[src/uod_regs.svh]
// Offsets, field positions and reset values of the endpoint descriptor store.
// Assumes byte-wide descriptor fields, one byte per Avalon word (word index = printed offset).
`ifndef UOD_REGS_SVH
`define UOD_REGS_SVH

// Descriptor window, printed offsets used as Avalon word indices
`define UOD_BLK_FIRST 16'hFF30
`define UOD_BLK_LAST 16'hFFAF
`define UOD_OUT0_IDX 7'h78
`define UOD_IN0_IDX 7'h38

// Named registers of out endpoints 7, 6 and 5, and of in endpoint 7
`define UOD_OUT_EP7_CONFIG 16'hFF70
`define UOD_OUT_EP7_XBUF_BASE 16'hFF71
`define UOD_OUT_EP7_BUF_SIZE 16'hFF72
`define UOD_OUT_EP7_XBUF_COUNT 16'hFF73
`define UOD_OUT_EP7_YBUF_BASE 16'hFF75
`define UOD_OUT_EP7_YBUF_COUNT 16'hFF77
`define UOD_OUT_EP6_CONFIG 16'hFF78
`define UOD_OUT_EP6_XBUF_BASE 16'hFF79
`define UOD_OUT_EP6_BUF_SIZE 16'hFF7A
`define UOD_OUT_EP6_XBUF_COUNT 16'hFF7B
`define UOD_OUT_EP6_YBUF_BASE 16'hFF7D
`define UOD_OUT_EP6_YBUF_COUNT 16'hFF7F
`define UOD_OUT_EP5_CONFIG 16'hFF80
`define UOD_IN_EP7_CONFIG 16'hFF30

// Byte offsets inside one eight-byte descriptor
`define UOD_OFS_CFG 3'h0
`define UOD_OFS_XBASE 3'h1
`define UOD_OFS_SIZE 3'h2
`define UOD_OFS_XCNT 3'h3
`define UOD_OFS_RSV0 3'h4
`define UOD_OFS_YBASE 3'h5
`define UOD_OFS_RSV1 3'h6
`define UOD_OFS_YCNT 3'h7

// Configuration byte fields
`define UOD_CFG_EN 7
`define UOD_CFG_ISO 6
`define UOD_CFG_TOGGLE 5
`define UOD_CFG_OVF 5
`define UOD_CFG_DUAL_BUFFER_SELECT 4
`define UOD_CFG_STALL 3
`define UOD_CFG_IE 2
`define UOD_BPS_MSB 4

// Count byte fields
`define UOD_CNT_NACK 7
`define UOD_CNT_MSB 6

// Reset values
`define UOD_BYTE_RST 8'h00
`define UOD_RDATA_RST 32'h0000_0000
`define UOD_RDATA_PAD 24'h00_0000

`endif

[src/uod_pkg.sv]
// Types shared by the endpoint descriptor store and its neighbours.
// Assumes the buffer manager speaks through the request and answer structs below.
`default_nettype none

package uod_pkg;

  typedef enum logic [1:0] {
    UOD_HS_NONE,
    UOD_HS_ACK,
    UOD_HS_NAK,
    UOD_HS_STALL
  } uod_hs_t;

  typedef struct packed {
    logic valid;
    logic [2:0] ep;
    logic [10:0] bytes;
    logic good;
  } uod_req_t;

  typedef struct packed {
    logic done;
    uod_hs_t hs;
    logic stored;
    logic use_y;
    logic iso;
    logic [2:0] ep;
    logic [6:0] count;
    logic [10:0] addr;
    logic [10:0] len;
    logic [7:0] irq;
  } uod_rsp_t;

  typedef struct packed {
    logic [127:0][7:0] mem;
    logic [7:0] next_y;
    logic waitreq;
    logic [31:0] rdata;
    uod_rsp_t rsp;
  } uod_state_t;

endpackage : uod_pkg

`default_nettype wire

[src/uod_desc_store.sv]
// Endpoint descriptor store: sixteen eight-byte blocks behind an Avalon-MM slave,
// plus the out-transaction bookkeeping of the buffer manager.
// Assumes one 25 MHz clock, synchronous inputs and a master that holds its request.
//
// Behaviour
// [RL1] Eight descriptor bytes per out endpoint
// [RL2] Control endpoint plus seven further out endpoints
// [RL3] Out endpoint 7 occupies FF70h to FF77h
// [RL4] In endpoints same layout, FF68h down FF30h
// [RL5] Successful out sets count byte bit 7
// [RL6] Valid packet pending: non-iso answers NAK
// [RL7] Software clears valid bit to accept more
// [RL8] Isochronous never NAKs, ignores valid bit
// [RL9] Software clears iso valid bit before reading
// [RL10] Count bits 6:0 loaded, bytes for non-iso
// [RL11] Isochronous count holds samples, not bytes
// [RL12] Software reads count for packet size
// [RL13] Base byte gives address bits 10:3
// [RL14] Software programs Y base separately
// [RL15] One size byte, 8-byte units, both buffers
// [RL16] Config bits meaning depends on iso bit
// [RL17] Software sets bit 6 for isochronous
// [RL18] Double-buffer bit 4 clear: X only
// [RL19] Endpoint interrupt only when bit 2 set
// [RL20] Sample size is field value plus one
// [RL21] Double buffer alternates from X, skips full
`timescale 1ns/1ps
`include "uod_regs.svh"
`default_nettype none

module uod_desc_store (
  input wire logic core_clk_in, // 25 MHz system clock
  input wire logic srst_in, // Synchronous reset, active high
  input wire logic [15:0] avs_address_in, // Word index, equals printed offset
  input wire logic avs_read_in, // Avalon read request
  input wire logic avs_write_in, // Avalon write request
  input wire logic [31:0] avs_writedata_in, // Write data, byte in bits 7:0
  input wire logic [3:0] avs_byteenable_in, // Only lane 0 carries a byte
  output logic [31:0] avs_readdata_out, // Read data, upper bits zero
  output logic avs_waitrequest_out, // Low on the accepting edge
  input wire uod_pkg::uod_req_t ubm_req_in, // Received out packet from the buffer manager
  output uod_pkg::uod_rsp_t ubm_rsp_out // Handshake, buffer choice and commit
);

  ////////////////////////////////////////////////////////////////////////////
  // Decoding helpers

  function automatic logic [6:0] out_ep_idx(input logic [2:0] ep);
    out_ep_idx = `UOD_OUT0_IDX - {1'b0, ep, 3'b000};
  endfunction : out_ep_idx

  function automatic logic [6:0] byte_idx(input logic [6:0] blk, input logic [2:0] ofs);
    byte_idx = blk | {4'h0, ofs};
  endfunction : byte_idx

  uod_pkg::uod_state_t s_reg;
  uod_pkg::uod_state_t s_next;

  logic bus_req;
  logic bus_hit;
  logic [6:0] bus_idx;
  logic bus_rsv;
  logic bus_acc;
  logic bus_wr_ok;

  assign bus_req = avs_read_in | avs_write_in;
  assign bus_hit = (avs_address_in >= `UOD_BLK_FIRST) && (avs_address_in <= `UOD_BLK_LAST);
  assign bus_idx = 7'(avs_address_in - `UOD_BLK_FIRST);
  // Reserved bytes store nothing and read as zero
  assign bus_rsv = (bus_idx[2:0] == `UOD_OFS_RSV0) || (bus_idx[2:0] == `UOD_OFS_RSV1);
  assign bus_acc = bus_req && !s_reg.waitreq;
  assign bus_wr_ok = avs_write_in && avs_byteenable_in[0] && bus_hit && !bus_rsv;

  ////////////////////////////////////////////////////////////////////////////
  // Per-request descriptor view of the addressed out endpoint

  logic [6:0] req_blk;
  logic [7:0] req_cfg;
  logic [7:0] req_size;
  logic [7:0] req_xcnt;
  logic [7:0] req_ycnt;
  logic req_iso;
  logic req_dual_buffer_select;
  logic req_pref_y;
  logic req_use_y;
  logic req_full;
  logic [10:0] req_cap;
  logic [10:0] req_samples;
  logic [6:0] req_count;
  logic [7:0] req_xbase;
  logic [7:0] req_ybase;

  assign req_blk = out_ep_idx(ubm_req_in.ep); // RL2
  assign req_cfg = s_reg.mem[req_blk];
  assign req_size = s_reg.mem[byte_idx(req_blk, `UOD_OFS_SIZE)];
  assign req_xcnt = s_reg.mem[byte_idx(req_blk, `UOD_OFS_XCNT)];
  assign req_ycnt = s_reg.mem[byte_idx(req_blk, `UOD_OFS_YCNT)];
  assign req_xbase = s_reg.mem[byte_idx(req_blk, `UOD_OFS_XBASE)];
  assign req_ybase = s_reg.mem[byte_idx(req_blk, `UOD_OFS_YBASE)];
  assign req_iso = req_cfg[`UOD_CFG_ISO]; // RL16
  // Bit 4 is a sample-width bit on isochronous endpoints, so never a mode there
  assign req_dual_buffer_select = !req_iso && req_cfg[`UOD_CFG_DUAL_BUFFER_SELECT]; // RL18
  assign req_pref_y = req_dual_buffer_select && s_reg.next_y[ubm_req_in.ep]; // RL21
  // Skip the preferred buffer while it still holds an unread packet and the other buffer does not
  always_comb begin
    req_use_y = req_pref_y;
    if (req_dual_buffer_select && req_pref_y && req_ycnt[`UOD_CNT_NACK] && !req_xcnt[`UOD_CNT_NACK]) begin
      req_use_y = 1'b0; // RL21
    end else if (req_dual_buffer_select && !req_pref_y && req_xcnt[`UOD_CNT_NACK]
                 && !req_ycnt[`UOD_CNT_NACK]) begin
      req_use_y = 1'b1; // RL21
    end
  end
  assign req_full = req_use_y ? req_ycnt[`UOD_CNT_NACK] : req_xcnt[`UOD_CNT_NACK];
  assign req_cap = {req_size, 3'b000}; // RL15
  // Divider sized for 32-byte samples; 32-byte samples give the smallest count
  assign req_samples = ubm_req_in.bytes
                       / {5'h00, 6'(req_cfg[`UOD_BPS_MSB:0]) + 6'h01}; // RL20
  assign req_count = req_iso ? req_samples[`UOD_CNT_MSB:0]
                             : ubm_req_in.bytes[`UOD_CNT_MSB:0]; // RL10 RL11

  ////////////////////////////////////////////////////////////////////////////
  // Next state

  always_comb begin
    logic [6:0] cnt_idx;
    logic [6:0] base_idx;
    cnt_idx = '0;
    base_idx = '0;
    s_next = s_reg;
    s_next.rsp.done = 1'b0;
    s_next.rsp.stored = 1'b0;
    s_next.rsp.irq = 8'h00;
    s_next.rsp.hs = uod_pkg::UOD_HS_NONE;

    // Slave: one wait cycle, then the accepting edge
    if (bus_req && s_reg.waitreq) begin
      s_next.waitreq = 1'b0;
      s_next.rdata = `UOD_RDATA_RST;
      if (bus_hit && !bus_rsv) begin
        s_next.rdata = {`UOD_RDATA_PAD, s_reg.mem[bus_idx]}; // RL1 RL3 RL4 RL12
      end
    end else if (bus_acc) begin
      s_next.waitreq = 1'b1;
      if (bus_wr_ok) begin
        s_next.mem[bus_idx] = avs_writedata_in[7:0]; // RL7 RL9 RL14 RL17
      end
    end

    // Buffer manager applied last: its valid-bit set outranks a same-cycle clear
    if (ubm_req_in.valid) begin
      s_next.rsp.done = 1'b1;
      s_next.rsp.ep = ubm_req_in.ep;
      s_next.rsp.iso = req_iso;
      s_next.rsp.use_y = req_use_y;
      s_next.rsp.count = req_count;
      s_next.rsp.len = req_cap; // RL15
      base_idx = byte_idx(req_blk, req_use_y ? `UOD_OFS_YBASE : `UOD_OFS_XBASE);
      cnt_idx = byte_idx(req_blk, req_use_y ? `UOD_OFS_YCNT : `UOD_OFS_XCNT);
      s_next.rsp.addr = {s_reg.mem[base_idx], 3'b000}; // RL13
      if (!req_cfg[`UOD_CFG_EN]) begin
        s_next.rsp.hs = uod_pkg::UOD_HS_NONE;
      end else if (!req_iso && req_cfg[`UOD_CFG_STALL]) begin
        s_next.rsp.hs = uod_pkg::UOD_HS_STALL;
      end else if (!req_iso && req_full) begin
        s_next.rsp.hs = uod_pkg::UOD_HS_NAK; // RL6
      end else if (!ubm_req_in.good) begin
        s_next.rsp.hs = uod_pkg::UOD_HS_NONE;
      end else if (ubm_req_in.bytes > req_cap) begin
        // Oversized packet: stall a non-iso endpoint, flag overflow on iso
        if (req_iso) begin
          s_next.mem[req_blk][`UOD_CFG_OVF] = 1'b1;
        end else begin
          s_next.mem[req_blk][`UOD_CFG_STALL] = 1'b1;
          s_next.rsp.hs = uod_pkg::UOD_HS_STALL;
        end
      end else begin
        // Isochronous packets overwrite a pending one and get no handshake
        s_next.rsp.hs = req_iso ? uod_pkg::UOD_HS_NONE : uod_pkg::UOD_HS_ACK; // RL8
        s_next.rsp.stored = 1'b1;
        s_next.mem[cnt_idx] = {1'b1, req_count}; // RL5 RL10
        if (!req_iso) begin
          s_next.mem[req_blk][`UOD_CFG_TOGGLE] = !req_cfg[`UOD_CFG_TOGGLE];
          s_next.rsp.irq[ubm_req_in.ep] = req_cfg[`UOD_CFG_IE]; // RL19
        end
        if (req_dual_buffer_select) begin
          s_next.next_y[ubm_req_in.ep] = !req_use_y; // RL18 RL21
        end
      end
    end
  end

  always_ff @(posedge core_clk_in) begin
    if (srst_in) begin
      s_reg <= '0;
      s_reg.waitreq <= 1'b1;
    end else begin
      s_reg <= s_next;
    end
  end

  assign avs_readdata_out = s_reg.rdata;
  assign avs_waitrequest_out = s_reg.waitreq;
  assign ubm_rsp_out = s_reg.rsp;

  ////////////////////////////////////////////////////////////////////////////
  // Checks

  property p_wr_store;
    @(posedge core_clk_in) disable iff (srst_in)
      bus_acc && bus_wr_ok && !ubm_req_in.valid
      |=> s_reg.mem[$past(bus_idx)] == $past(avs_writedata_in[7:0]);
  endproperty
  a_wr_store: assert property (p_wr_store) else $error("write not stored"); // RL1

  property p_ep7_map;
    @(posedge core_clk_in) disable iff (srst_in)
      avs_read_in && !avs_waitrequest_out && avs_address_in == `UOD_OUT_EP7_XBUF_COUNT
      && $past(avs_read_in) && $past(avs_waitrequest_out)
      |-> avs_readdata_out[7:0]
          == $past(s_reg.mem[7'(`UOD_OUT_EP7_XBUF_COUNT - `UOD_BLK_FIRST)]);
  endproperty
  a_ep7_map: assert property (p_ep7_map) else $error("ep7 x count misplaced"); // RL3

  property p_in7_map;
    @(posedge core_clk_in) disable iff (srst_in)
      avs_read_in && !avs_waitrequest_out && avs_address_in == `UOD_IN_EP7_CONFIG
      && $past(avs_read_in) && $past(avs_waitrequest_out)
      |-> avs_readdata_out
          == {`UOD_RDATA_PAD, $past(s_reg.mem[7'(`UOD_IN_EP7_CONFIG - `UOD_BLK_FIRST)])};
  endproperty
  a_in7_map: assert property (p_in7_map) else $error("in ep7 config misplaced"); // RL4

  property p_wait_one;
    @(posedge core_clk_in) disable iff (srst_in)
      bus_req && avs_waitrequest_out |=> !avs_waitrequest_out ##1 avs_waitrequest_out;
  endproperty
  a_wait_one: assert property (p_wait_one) else $error("bus answer timing"); // RL1

  property p_set_valid;
    @(posedge core_clk_in) disable iff (srst_in)
      ubm_rsp_out.stored
      |-> s_reg.mem[byte_idx(out_ep_idx(ubm_rsp_out.ep),
                             ubm_rsp_out.use_y ? `UOD_OFS_YCNT : `UOD_OFS_XCNT)]
          == {1'b1, ubm_rsp_out.count};
  endproperty
  a_set_valid: assert property (p_set_valid) else $error("count byte not set"); // RL5

  property p_nak;
    @(posedge core_clk_in) disable iff (srst_in)
      ubm_req_in.valid && req_cfg[`UOD_CFG_EN] && !req_iso && !req_cfg[`UOD_CFG_STALL]
      && !req_dual_buffer_select && req_xcnt[`UOD_CNT_NACK]
      |=> ubm_rsp_out.hs == uod_pkg::UOD_HS_NAK && !ubm_rsp_out.stored;
  endproperty
  a_nak: assert property (p_nak) else $error("pending packet not refused"); // RL6

  property p_iso_no_nak;
    @(posedge core_clk_in) disable iff (srst_in)
      ubm_rsp_out.done && ubm_rsp_out.iso |-> ubm_rsp_out.hs != uod_pkg::UOD_HS_NAK;
  endproperty
  a_iso_no_nak: assert property (p_iso_no_nak) else $error("isochronous NAK"); // RL8

  property p_byte_count;
    @(posedge core_clk_in) disable iff (srst_in)
      ubm_rsp_out.stored && !ubm_rsp_out.iso
      |-> ubm_rsp_out.count == $past(ubm_req_in.bytes[`UOD_CNT_MSB:0]);
  endproperty
  a_byte_count: assert property (p_byte_count) else $error("byte count wrong"); // RL10

  property p_base_align;
    @(posedge core_clk_in) disable iff (srst_in)
      ubm_rsp_out.done |-> ubm_rsp_out.addr[2:0] == 3'h0
                           && ubm_rsp_out.len[2:0] == 3'h0;
  endproperty
  a_base_align: assert property (p_base_align) else $error("buffer not aligned"); // RL13

  property p_len;
    @(posedge core_clk_in) disable iff (srst_in)
      ubm_req_in.valid |=> ubm_rsp_out.len == {$past(req_size), 3'b000};
  endproperty
  a_len: assert property (p_len) else $error("buffer length wrong"); // RL15

  property p_single;
    @(posedge core_clk_in) disable iff (srst_in)
      ubm_req_in.valid && !req_dual_buffer_select |=> !ubm_rsp_out.use_y;
  endproperty
  a_single: assert property (p_single) else $error("Y used in single mode"); // RL18

  property p_irq;
    @(posedge core_clk_in) disable iff (srst_in)
      ubm_req_in.valid && !req_cfg[`UOD_CFG_IE] |=> ubm_rsp_out.irq == 8'h00;
  endproperty
  a_irq: assert property (p_irq) else $error("interrupt while disabled"); // RL19

  property p_alternate;
    @(posedge core_clk_in) disable iff (srst_in)
      ubm_req_in.valid && req_dual_buffer_select && !req_xcnt[`UOD_CNT_NACK]
      && !req_ycnt[`UOD_CNT_NACK] |=> ubm_rsp_out.use_y == $past(req_pref_y);
  endproperty
  a_alternate: assert property (p_alternate) else $error("buffer order wrong"); // RL21

  property p_xbase;
    @(posedge core_clk_in) disable iff (srst_in)
      ubm_req_in.valid && !req_use_y |=> ubm_rsp_out.addr == {$past(req_xbase), 3'b000};
  endproperty
  a_xbase: assert property (p_xbase) else $error("X buffer address wrong"); // RL13

  property p_ybase;
    @(posedge core_clk_in) disable iff (srst_in)
      ubm_req_in.valid && req_use_y |=> ubm_rsp_out.addr == {$past(req_ybase), 3'b000};
  endproperty
  a_ybase: assert property (p_ybase) else $error("Y buffer address wrong"); // RL13

  property p_skip_x;
    @(posedge core_clk_in) disable iff (srst_in)
      ubm_req_in.valid && req_dual_buffer_select && req_pref_y && req_ycnt[`UOD_CNT_NACK]
      && !req_xcnt[`UOD_CNT_NACK] |=> !ubm_rsp_out.use_y;
  endproperty
  a_skip_x: assert property (p_skip_x) else $error("full Y buffer not skipped"); // RL21

  property p_skip_y;
    @(posedge core_clk_in) disable iff (srst_in)
      ubm_req_in.valid && req_dual_buffer_select && !req_pref_y && req_xcnt[`UOD_CNT_NACK]
      && !req_ycnt[`UOD_CNT_NACK] |=> ubm_rsp_out.use_y;
  endproperty
  a_skip_y: assert property (p_skip_y) else $error("full X buffer not skipped"); // RL21

  property p_answer;
    @(posedge core_clk_in) disable iff (srst_in)
      ubm_req_in.valid |=> ubm_rsp_out.done && ubm_rsp_out.ep == $past(ubm_req_in.ep);
  endproperty
  a_answer: assert property (p_answer) else $error("packet not answered"); // RL2

  property p_rsv_read;
    @(posedge core_clk_in) disable iff (srst_in)
      avs_read_in && !avs_waitrequest_out && bus_hit && bus_rsv
      |-> avs_readdata_out == `UOD_RDATA_RST;
  endproperty
  a_rsv_read: assert property (p_rsv_read) else $error("reserved byte not zero"); // RL1

  property p_unmapped;
    @(posedge core_clk_in) disable iff (srst_in)
      avs_read_in && !avs_waitrequest_out && !bus_hit |-> avs_readdata_out == `UOD_RDATA_RST;
  endproperty
  a_unmapped: assert property (p_unmapped) else $error("unmapped read not zero"); // RL2

  property p_iso_x;
    @(posedge core_clk_in) disable iff (srst_in)
      ubm_req_in.valid && req_iso |=> !ubm_rsp_out.use_y;
  endproperty
  a_iso_x: assert property (p_iso_x) else $error("isochronous used Y"); // RL16

  property p_wide_sample;
    @(posedge core_clk_in) disable iff (srst_in)
      ubm_req_in.valid && req_iso && req_cfg[`UOD_BPS_MSB:0] == 5'h1F
      |=> ubm_rsp_out.count == {1'b0, $past(ubm_req_in.bytes[10:5])};
  endproperty
  a_wide_sample: assert property (p_wide_sample) else $error("sample count wrong"); // RL20

  property p_irq_on;
    @(posedge core_clk_in) disable iff (srst_in)
      ubm_rsp_out.stored && !ubm_rsp_out.iso && $past(req_cfg[`UOD_CFG_IE])
      |-> ubm_rsp_out.irq[ubm_rsp_out.ep];
  endproperty
  a_irq_on: assert property (p_irq_on) else $error("interrupt missing"); // RL19

  property p_iso_no_irq;
    @(posedge core_clk_in) disable iff (srst_in)
      ubm_rsp_out.done && ubm_rsp_out.iso |-> ubm_rsp_out.irq == 8'h00;
  endproperty
  a_iso_no_irq: assert property (p_iso_no_irq) else $error("isochronous interrupt"); // RL16

endmodule : uod_desc_store

`default_nettype wire

[config.mk]
export PLATFORM = sky130hd
export DESIGN_NAME = uod_desc_store
export DESIGN_NICKNAME = d
export VERILOG_FILES = /design/src/uod_pkg.sv /design/src/uod_desc_store.sv
export VERILOG_INCLUDE_DIRS = /design/src
export SDC_FILE = /design/constraint.sdc
export NUM_CORES = 2
export LEC_CHECK = 0
export BUFFER_PORTS_ARGS = -buffer_cell sky130_fd_sc_hd__buf_2
export CAP_MARGIN = 10
export CORE_MARGIN = 2
export CORE_UTILIZATION = 28
export DETAILED_ROUTE_END_ITERATION = 8
export GPL_TIMING_DRIVEN = 0
export PLACE_DENSITY = 0.47
export REMOVE_ABC_BUFFERS = 1
export SETUP_SLACK_MARGIN = 0.2
export SLEW_MARGIN = 20
export SYNTH_ARGS = -nofsm -noshare
export SYNTH_HDL_FRONTEND = slang
export SYNTH_SLANG_ARGS = --single-unit
export TNS_END_PERCENT = 100
[constraint.sdc]
create_clock -name core_clk_in -period 53.5 [get_ports core_clk_in]
set_clock_uncertainty 0.15 [all_clocks]
set_input_delay 2.675 -clock core_clk_in [delete_from_list [all_inputs] [get_ports core_clk_in]]
set_output_delay 2.675 -clock core_clk_in [all_outputs]
set_load 0.03 [all_outputs]
Yosys cells after proc, flatten, opt, wreduce, memory -nomap -nowiden. Index checks and enable logic that the tools add are counted.

$add $sub $neg: 3. Multiply operators: 0. Div/mod/pow operators: 1. $lt $le $gt $ge: 15. Equal/unequal tests: 2. Shift operators: 0. Multiplexer cells: 69. Bitwise operators: 12. Reductions and logical operators: 35.

Operator list (count): 1024-bit 2-to-1 mux (6); 1032-bit 2-to-1 mux (5); 1024-bit bitwise mux (3); 1024-bit OR (2); 8-bit demux with 7-bit select (4); 8-bit binary-select mux with 7-bit select (3); 8-bit 2-to-1 mux (17); 7-bit by 8-bit less-than comparator with 1-bit output, second input constant (7); 8-bit binary-select mux with 6-bit select (1); 46-bit 2-to-1 mux (1); 8-bit binary-select mux with 5-bit select (1); 8-bit binary-select mux with 4-bit select (1); 7-bit by 1-bit >= comparator with 1-bit output, second input constant (3); 1-bit logical AND (21); 16-bit >= comparator, second input constant (1); 16-bit <= comparator, second input constant (1); 7-bit by 3-bit OR with 7-bit output (2); 1-bit 2-to-1 mux (13); 2-bit 2-to-1 mux (6); 11-bit by 6-bit divider with 11-bit output (1); 11-bit > comparator (1); 8-bit bitwise AND (1); 8-bit bitwise mux (1); 1-bit zero test (8); other kinds (20) (27).

Bits in registers: 1105. Latch bits: 0. Memory bits (writable): 0. ROM bits: 0. Input port bits: 72. Output and inout bits: 79. Word-level logic and storage cells: 278. Memories kept: 0.

Logic depth before layout (Yosys ltp).
Word-level depth: 27. Depth in mapped cells: 101. Gate-level depth less buffers: 97.

Worst setup path after synthesis. OpenSTA, ideal clock, no wires.

Path kind: input to register. Start point: in ubm_req_in[14] in the netlist's numbering. End point: reg s_reg, in the netlist ubm_rsp_out[30]. Setup time: 0.135 ns. Arrival: 21.657 ns. Data required time: 53.215 ns. Path slack: 31.557 ns. Stages on the path: 96. Buffers on the path: 6. Path through: clkbuf_1 -> buf_1 -> clkbuf_1 -> clkbuf_1 -> nand2_1 -> and2_1 -> inv_1 -> ha_1 -> and3_1 -> a22oi_1 -> nand2_1 -> nand3b_1 -> nand2_1 -> o21ai_0 -> ha_1 -> or4b_2 -> o211ai_1 -> or4_1 -> [60 not listed] -> nor2b_1 -> o21ai_0 -> nand2b_1 -> a21oi_1 -> o21bai_1 -> a21o_1 -> a2111oi_2 -> o311a_1 -> o211a_2 -> mux2_2 -> ha_1 -> nor2b_1 -> o21ai_0 -> nand2b_1 -> a211oi_1 -> o211ai_1 -> o21ai_0 -> o311ai_1.

Word-level cells in the longest chain between the ends: 6.

RTL lines: start, declared (RTL line uod_desc_store.sv:41) `input wire uod_pkg::uod_req_t ubm_req_in,`; 7-bit by 6-bit subtractor with 7-bit output (no line) (*); 8-bit binary-select mux with 7-bit select (*) (RTL line uod_desc_store.sv:94) `assign req_cfg = s_reg.mem[req_blk];`; 8-bit 2-to-1 mux (implied by the code) (*) (RTL line uod_desc_store.sv:94); 5-bit by 1-bit adder with 6-bit output (RTL line uod_desc_store.sv:118) `` / {5'h00, 6'(req_cfg[`UOD_BPS_MSB:0]) + 6'h01}; ``; 11-bit by 6-bit divider with 11-bit output (RTL line uod_desc_store.sv:117) `assign req_samples = ubm_req_in.bytes`; 7-bit 2-to-1 mux (*) (RTL line uod_desc_store.sv:119) `` assign req_count = req_iso ? req_samples[`UOD_CNT_MSB:0] ``; end signal, assigned (RTL line uod_desc_store.sv:198) `s_reg <= s_next;`; end, declared (RTL line uod_desc_store.sv:56) `uod_pkg::uod_state_t s_reg;`.

Every way passes the cells marked *; elsewhere a longest branch is shown, timed or not. The select of a mux whose other input is x is not followed. A chain may end at the register's enable or synchronous reset.

Worst setup path after layout.
Start point: in ubm_req_in[12] in the netlist's numbering. End point: reg s_reg[879] in the netlist's numbering.

Word-level cells in the longest chain between the ends: 27. Elaborated cells on any way between the ends: 54. Classes of those cells: add/sub (2); div (1); order compare (3); mux (29); bitwise (3); reduce/logical (16).

RTL lines: parallel branches: the longest is 25 deep, another holds 11-bit by 6-bit divider with 11-bit output; 1032-bit 2-to-1 mux (*) (RTL line uod_desc_store.sv:161) `` if (!req_cfg[`UOD_CFG_EN]) begin ``; 1032-bit 2-to-1 mux (*) (RTL line uod_desc_store.sv:151) `if (ubm_req_in.valid) begin`.

Mark *: on every way between the ends. The select of a mux whose other input is x is not followed.

==> results.sh <==
export IMPL_outcome="finished, final reports clean"
export IMPL_swShare_pct=44.8
export IMPL_grt_pass1_wl_um=293000
export IMPL_fin_crit_ns=25.17
export IMPL_drive_gt1_share_pct=14.5
export IMPL_synth_most_common_cell="nand2_1"
export IMPL_fmax_mhz=39.7
export IMPL_gp_congestion=0.897
export IMPL_yosysUniqueCellTypes=88
export IMPL_fill_cells=18608
export IMPL_path_class="input port to register"
export IMPL_arrival_ns=25.62
export IMPL_ios=151
export IMPL_areaGrowthSynthToFinish_pct=14.4
export IMPL_design_core_area_um2=181000
export IMPL_seqCellArea_um2=21600
export IMPL_die_width_um=431
export IMPL_ant_nets=0
export IMPL_ir_worst_vdd_v=0.000415
export IMPL_critPathLaunch="ubm_req_in[12]"
export IMPL_viasPerCell=5.38
export IMPL_ff2ff_path_depth=93
export IMPL_critPathLaunchType="input port"
export IMPL_synth_warning_count=0
export IMPL_grt_overflow_total=0
export IMPL_place_hpwl_um=137000
export IMPL_synth_top_area_share_pct=42.3
export IMPL_r2r_setup_slack_ns=30.63
export IMPL_path_max_fanout=40
export IMPL_p_int_mw=1.91
export IMPL_cts_root_buffer="clkbuf_16"
export IMPL_combPwrFrac_pct=52.5
export IMPL_antenna_found_initial=8
export IMPL_power_per_cell_area_nw_per_um2=59.0
export IMPL_worst_slack_ns=28.33
export IMPL_required_ns=53.95
export IMPL_clkLatencyLatePin_ns=0.78
export IMPL_crit_cells=95
export IMPL_seq_area_frac_synth_pct=42.3
export IMPL_ys_top_cells_by_area="dfxtp_1 42%, mux4_2 14%, nand2_1 11%"
export IMPL_grtUsageTotal_pct=21.2
export IMPL_place_worst_setup_slack_ns=27.80
export IMPL_io_buffers=93
export IMPL_vias=43130
export IMPL_cts_resized=0
export IMPL_grt_max_degree=160
export IMPL_drc=0
export IMPL_setup_viol=0
export IMPL_cts_buffers=115
export IMPL_p_leak_nw=19.3
export IMPL_nNetsFinal=5674
export IMPL_p_clk_share_pct=24.2
export IMPL_start_util_pct=28.2
export IMPL_drv_cap=0
export IMPL_synth_edff_count=0
export IMPL_multi_input_area_um2=27700
export IMPL_hold_viol_final=0
export IMPL_period_share_pct=47.0
export IMPL_slew_viol_final=0
export IMPL_crit_end="s_reg[879]$_SDFF_PP0_"
export IMPL_crit_slowest_cell="mux4_2"
export IMPL_post_cts_buffers=0
export IMPL_post_drt_wl_per_cell_um=25.4
export IMPL_critPathTopFamily="compound AO/OA/AOI/OAI gates"
export IMPL_rows=156
export IMPL_syn_avg_cell_area_um2=8.99
export IMPL_first_iter_violations=4596
export IMPL_cts_tree="yes"
export IMPL_die_area_um2=186000
export IMPL_r2r_end="s_reg[879]$_SDFF_PP0_"
export IMPL_postRouteWirelength_um=204000
export IMPL_grt_pass1_vias=40301
export IMPL_clock_sinks=1081
export IMPL_finalSetupTns_ns=0
export IMPL_die_h_um=431
export IMPL_clock_path_buffers=3
export IMPL_htree_levels=3
export IMPL_critPathMostFrequentCell="o21a_1"
export IMPL_hp_class="register to register"
export IMPL_clk_pin_slew_ns=0.06
export IMPL_ys_flop_type="dfxtp_1"
export IMPL_synthArstFlopShare_pct=0
export IMPL_p_sw_mw=1.55
export IMPL_slew_limit_headroom_pct=20.9
export IMPL_ctsHoldBuffers=0
export IMPL_ys_top_cells_by_count="1525 x nand2_1, 1081 x dfxtp_1, 677 x a21oi_1, 352 x nor2b_1, 338 x clkbuf_1"
export IMPL_dr_pass1_iters=6
export IMPL_ys_seq_elements=1081
export IMPL_critPathCaptureType="register"
export IMPL_synthesis_area_um2=51100
export IMPL_synth_cells=5688
export IMPL_cpPeakStageDelay_ns=0.64
export IMPL_seqPwrFrac_pct=23.4
export IMPL_cp_num_buf_inv=4
export IMPL_rsz0062_at_grt="no"
export IMPL_synth_area_leader_cell="dfxtp_1"
export IMPL_tightest_slew_ns=1.18
## worst register-to-register path: cells and delay by family, from the launching register on
kind                       cells  cell delay [ns]
buffers and inverters          2             0.61
muxes                          4             1.48
and+or+nand+nor               30             6.58
DFF                            1             0.42
adders and majority gates     11             3.48
AOI/OAI and AO/OA             46             9.94
## cell usage in the layout (no fill, tap or decap), types with 24 or more instances in the layout
cell type / n
nand2_1: 1524
o21ai_0: 34
buf_16: 43
clkbuf_16: 117
nor3_1: 44
a211oi_1: 183
mux2i_1: 139
buf_4: 24
mux4_2: 319
nand3_1: 47
nor2_1: 245
clkbuf_1: 27
nor2_2: 26
a21oi_1: 675
buf_2: 86
clkbuf_8: 34
dfxtp_1: 1081
nor2b_1: 351
conb_1: 30
o21a_1: 36
mux2_2: 31
a32oi_1: 28
ha_1: 62
## metal layers
layer | up-vias | share of wire, % | track usage [%]
met1 | 21354 | 44 | 29.7
li1 | 19628 | - | -
met5 | - | 0.028 | 0
met2 | 1759 | 45 | 32.7
met3 | 379 | 7.5 | 4.09
met4 | 10 | 3.8 | 7.12
## power groups by stage
stage               Clock [mW]  Sequential (mW)  Combinational, mW
detailed placement           0            0.825               1.78
global placement             0            0.825               1.66
CTS                      0.848            0.807               1.79
global route             0.879            0.806               1.95
finish                   0.834            0.807               1.81
floorplan                    0            0.827               1.12
## layout make-up
type	count	area share (%)
flip-flops and latches	1081	37.0
diodes	5	0.0214
well taps	2370	5.07
repair buffers	181	3.70
clock buffers	178	5.98
multi-input cells	4132	47.4
clock inverters	35	0.661
inverters	28	0.197
## worst min path at each step
stage	to	depth (start not counted)
final	register	2
after global routing	register	2
after CTS	register	2
after detailed placement	register	2
after global placement	register	2
after floorplan	register	2
## cell families (layout without fill, tap and decap cells)
logic type / Yosys count / in the layout / share of synthesized area [%]
AND/OR/NAND/NOR: 2375 / 2375 / 20.1
XOR/XNOR: 11 / 11 / 0.188
adder cells (fa/ha/maj): 63 / 63 / 1.54
other: 1 / 35 / 0.00733
buffers and inverters: 504 / 422 / 4.30
flip-flops: 1081 / 1081 / 42.3
AO/OA/AOI/OAI: 1159 / 1159 / 14.0
multiplexers: 494 / 494 / 17.6
## metrics by stage
stage          cells  hold WS [ns]  power [mW]  utilization, %  instance area (um^2)
2_1_floorplan   5241         0.273        1.95               -                 49100
3_3_place_gp    7704         0.285        2.49            29.0                 52600
3_5_place_dp    7792         0.291        2.61            30.1                 54600
4_1_cts         8005         0.299        3.45            32.3                 58500
5_1_grt         8006         0.311        3.64            32.3                 58500
6_report        8010         0.297        3.45            32.3                 58500
Note: power is estimated with default switching activity, not from simulation.
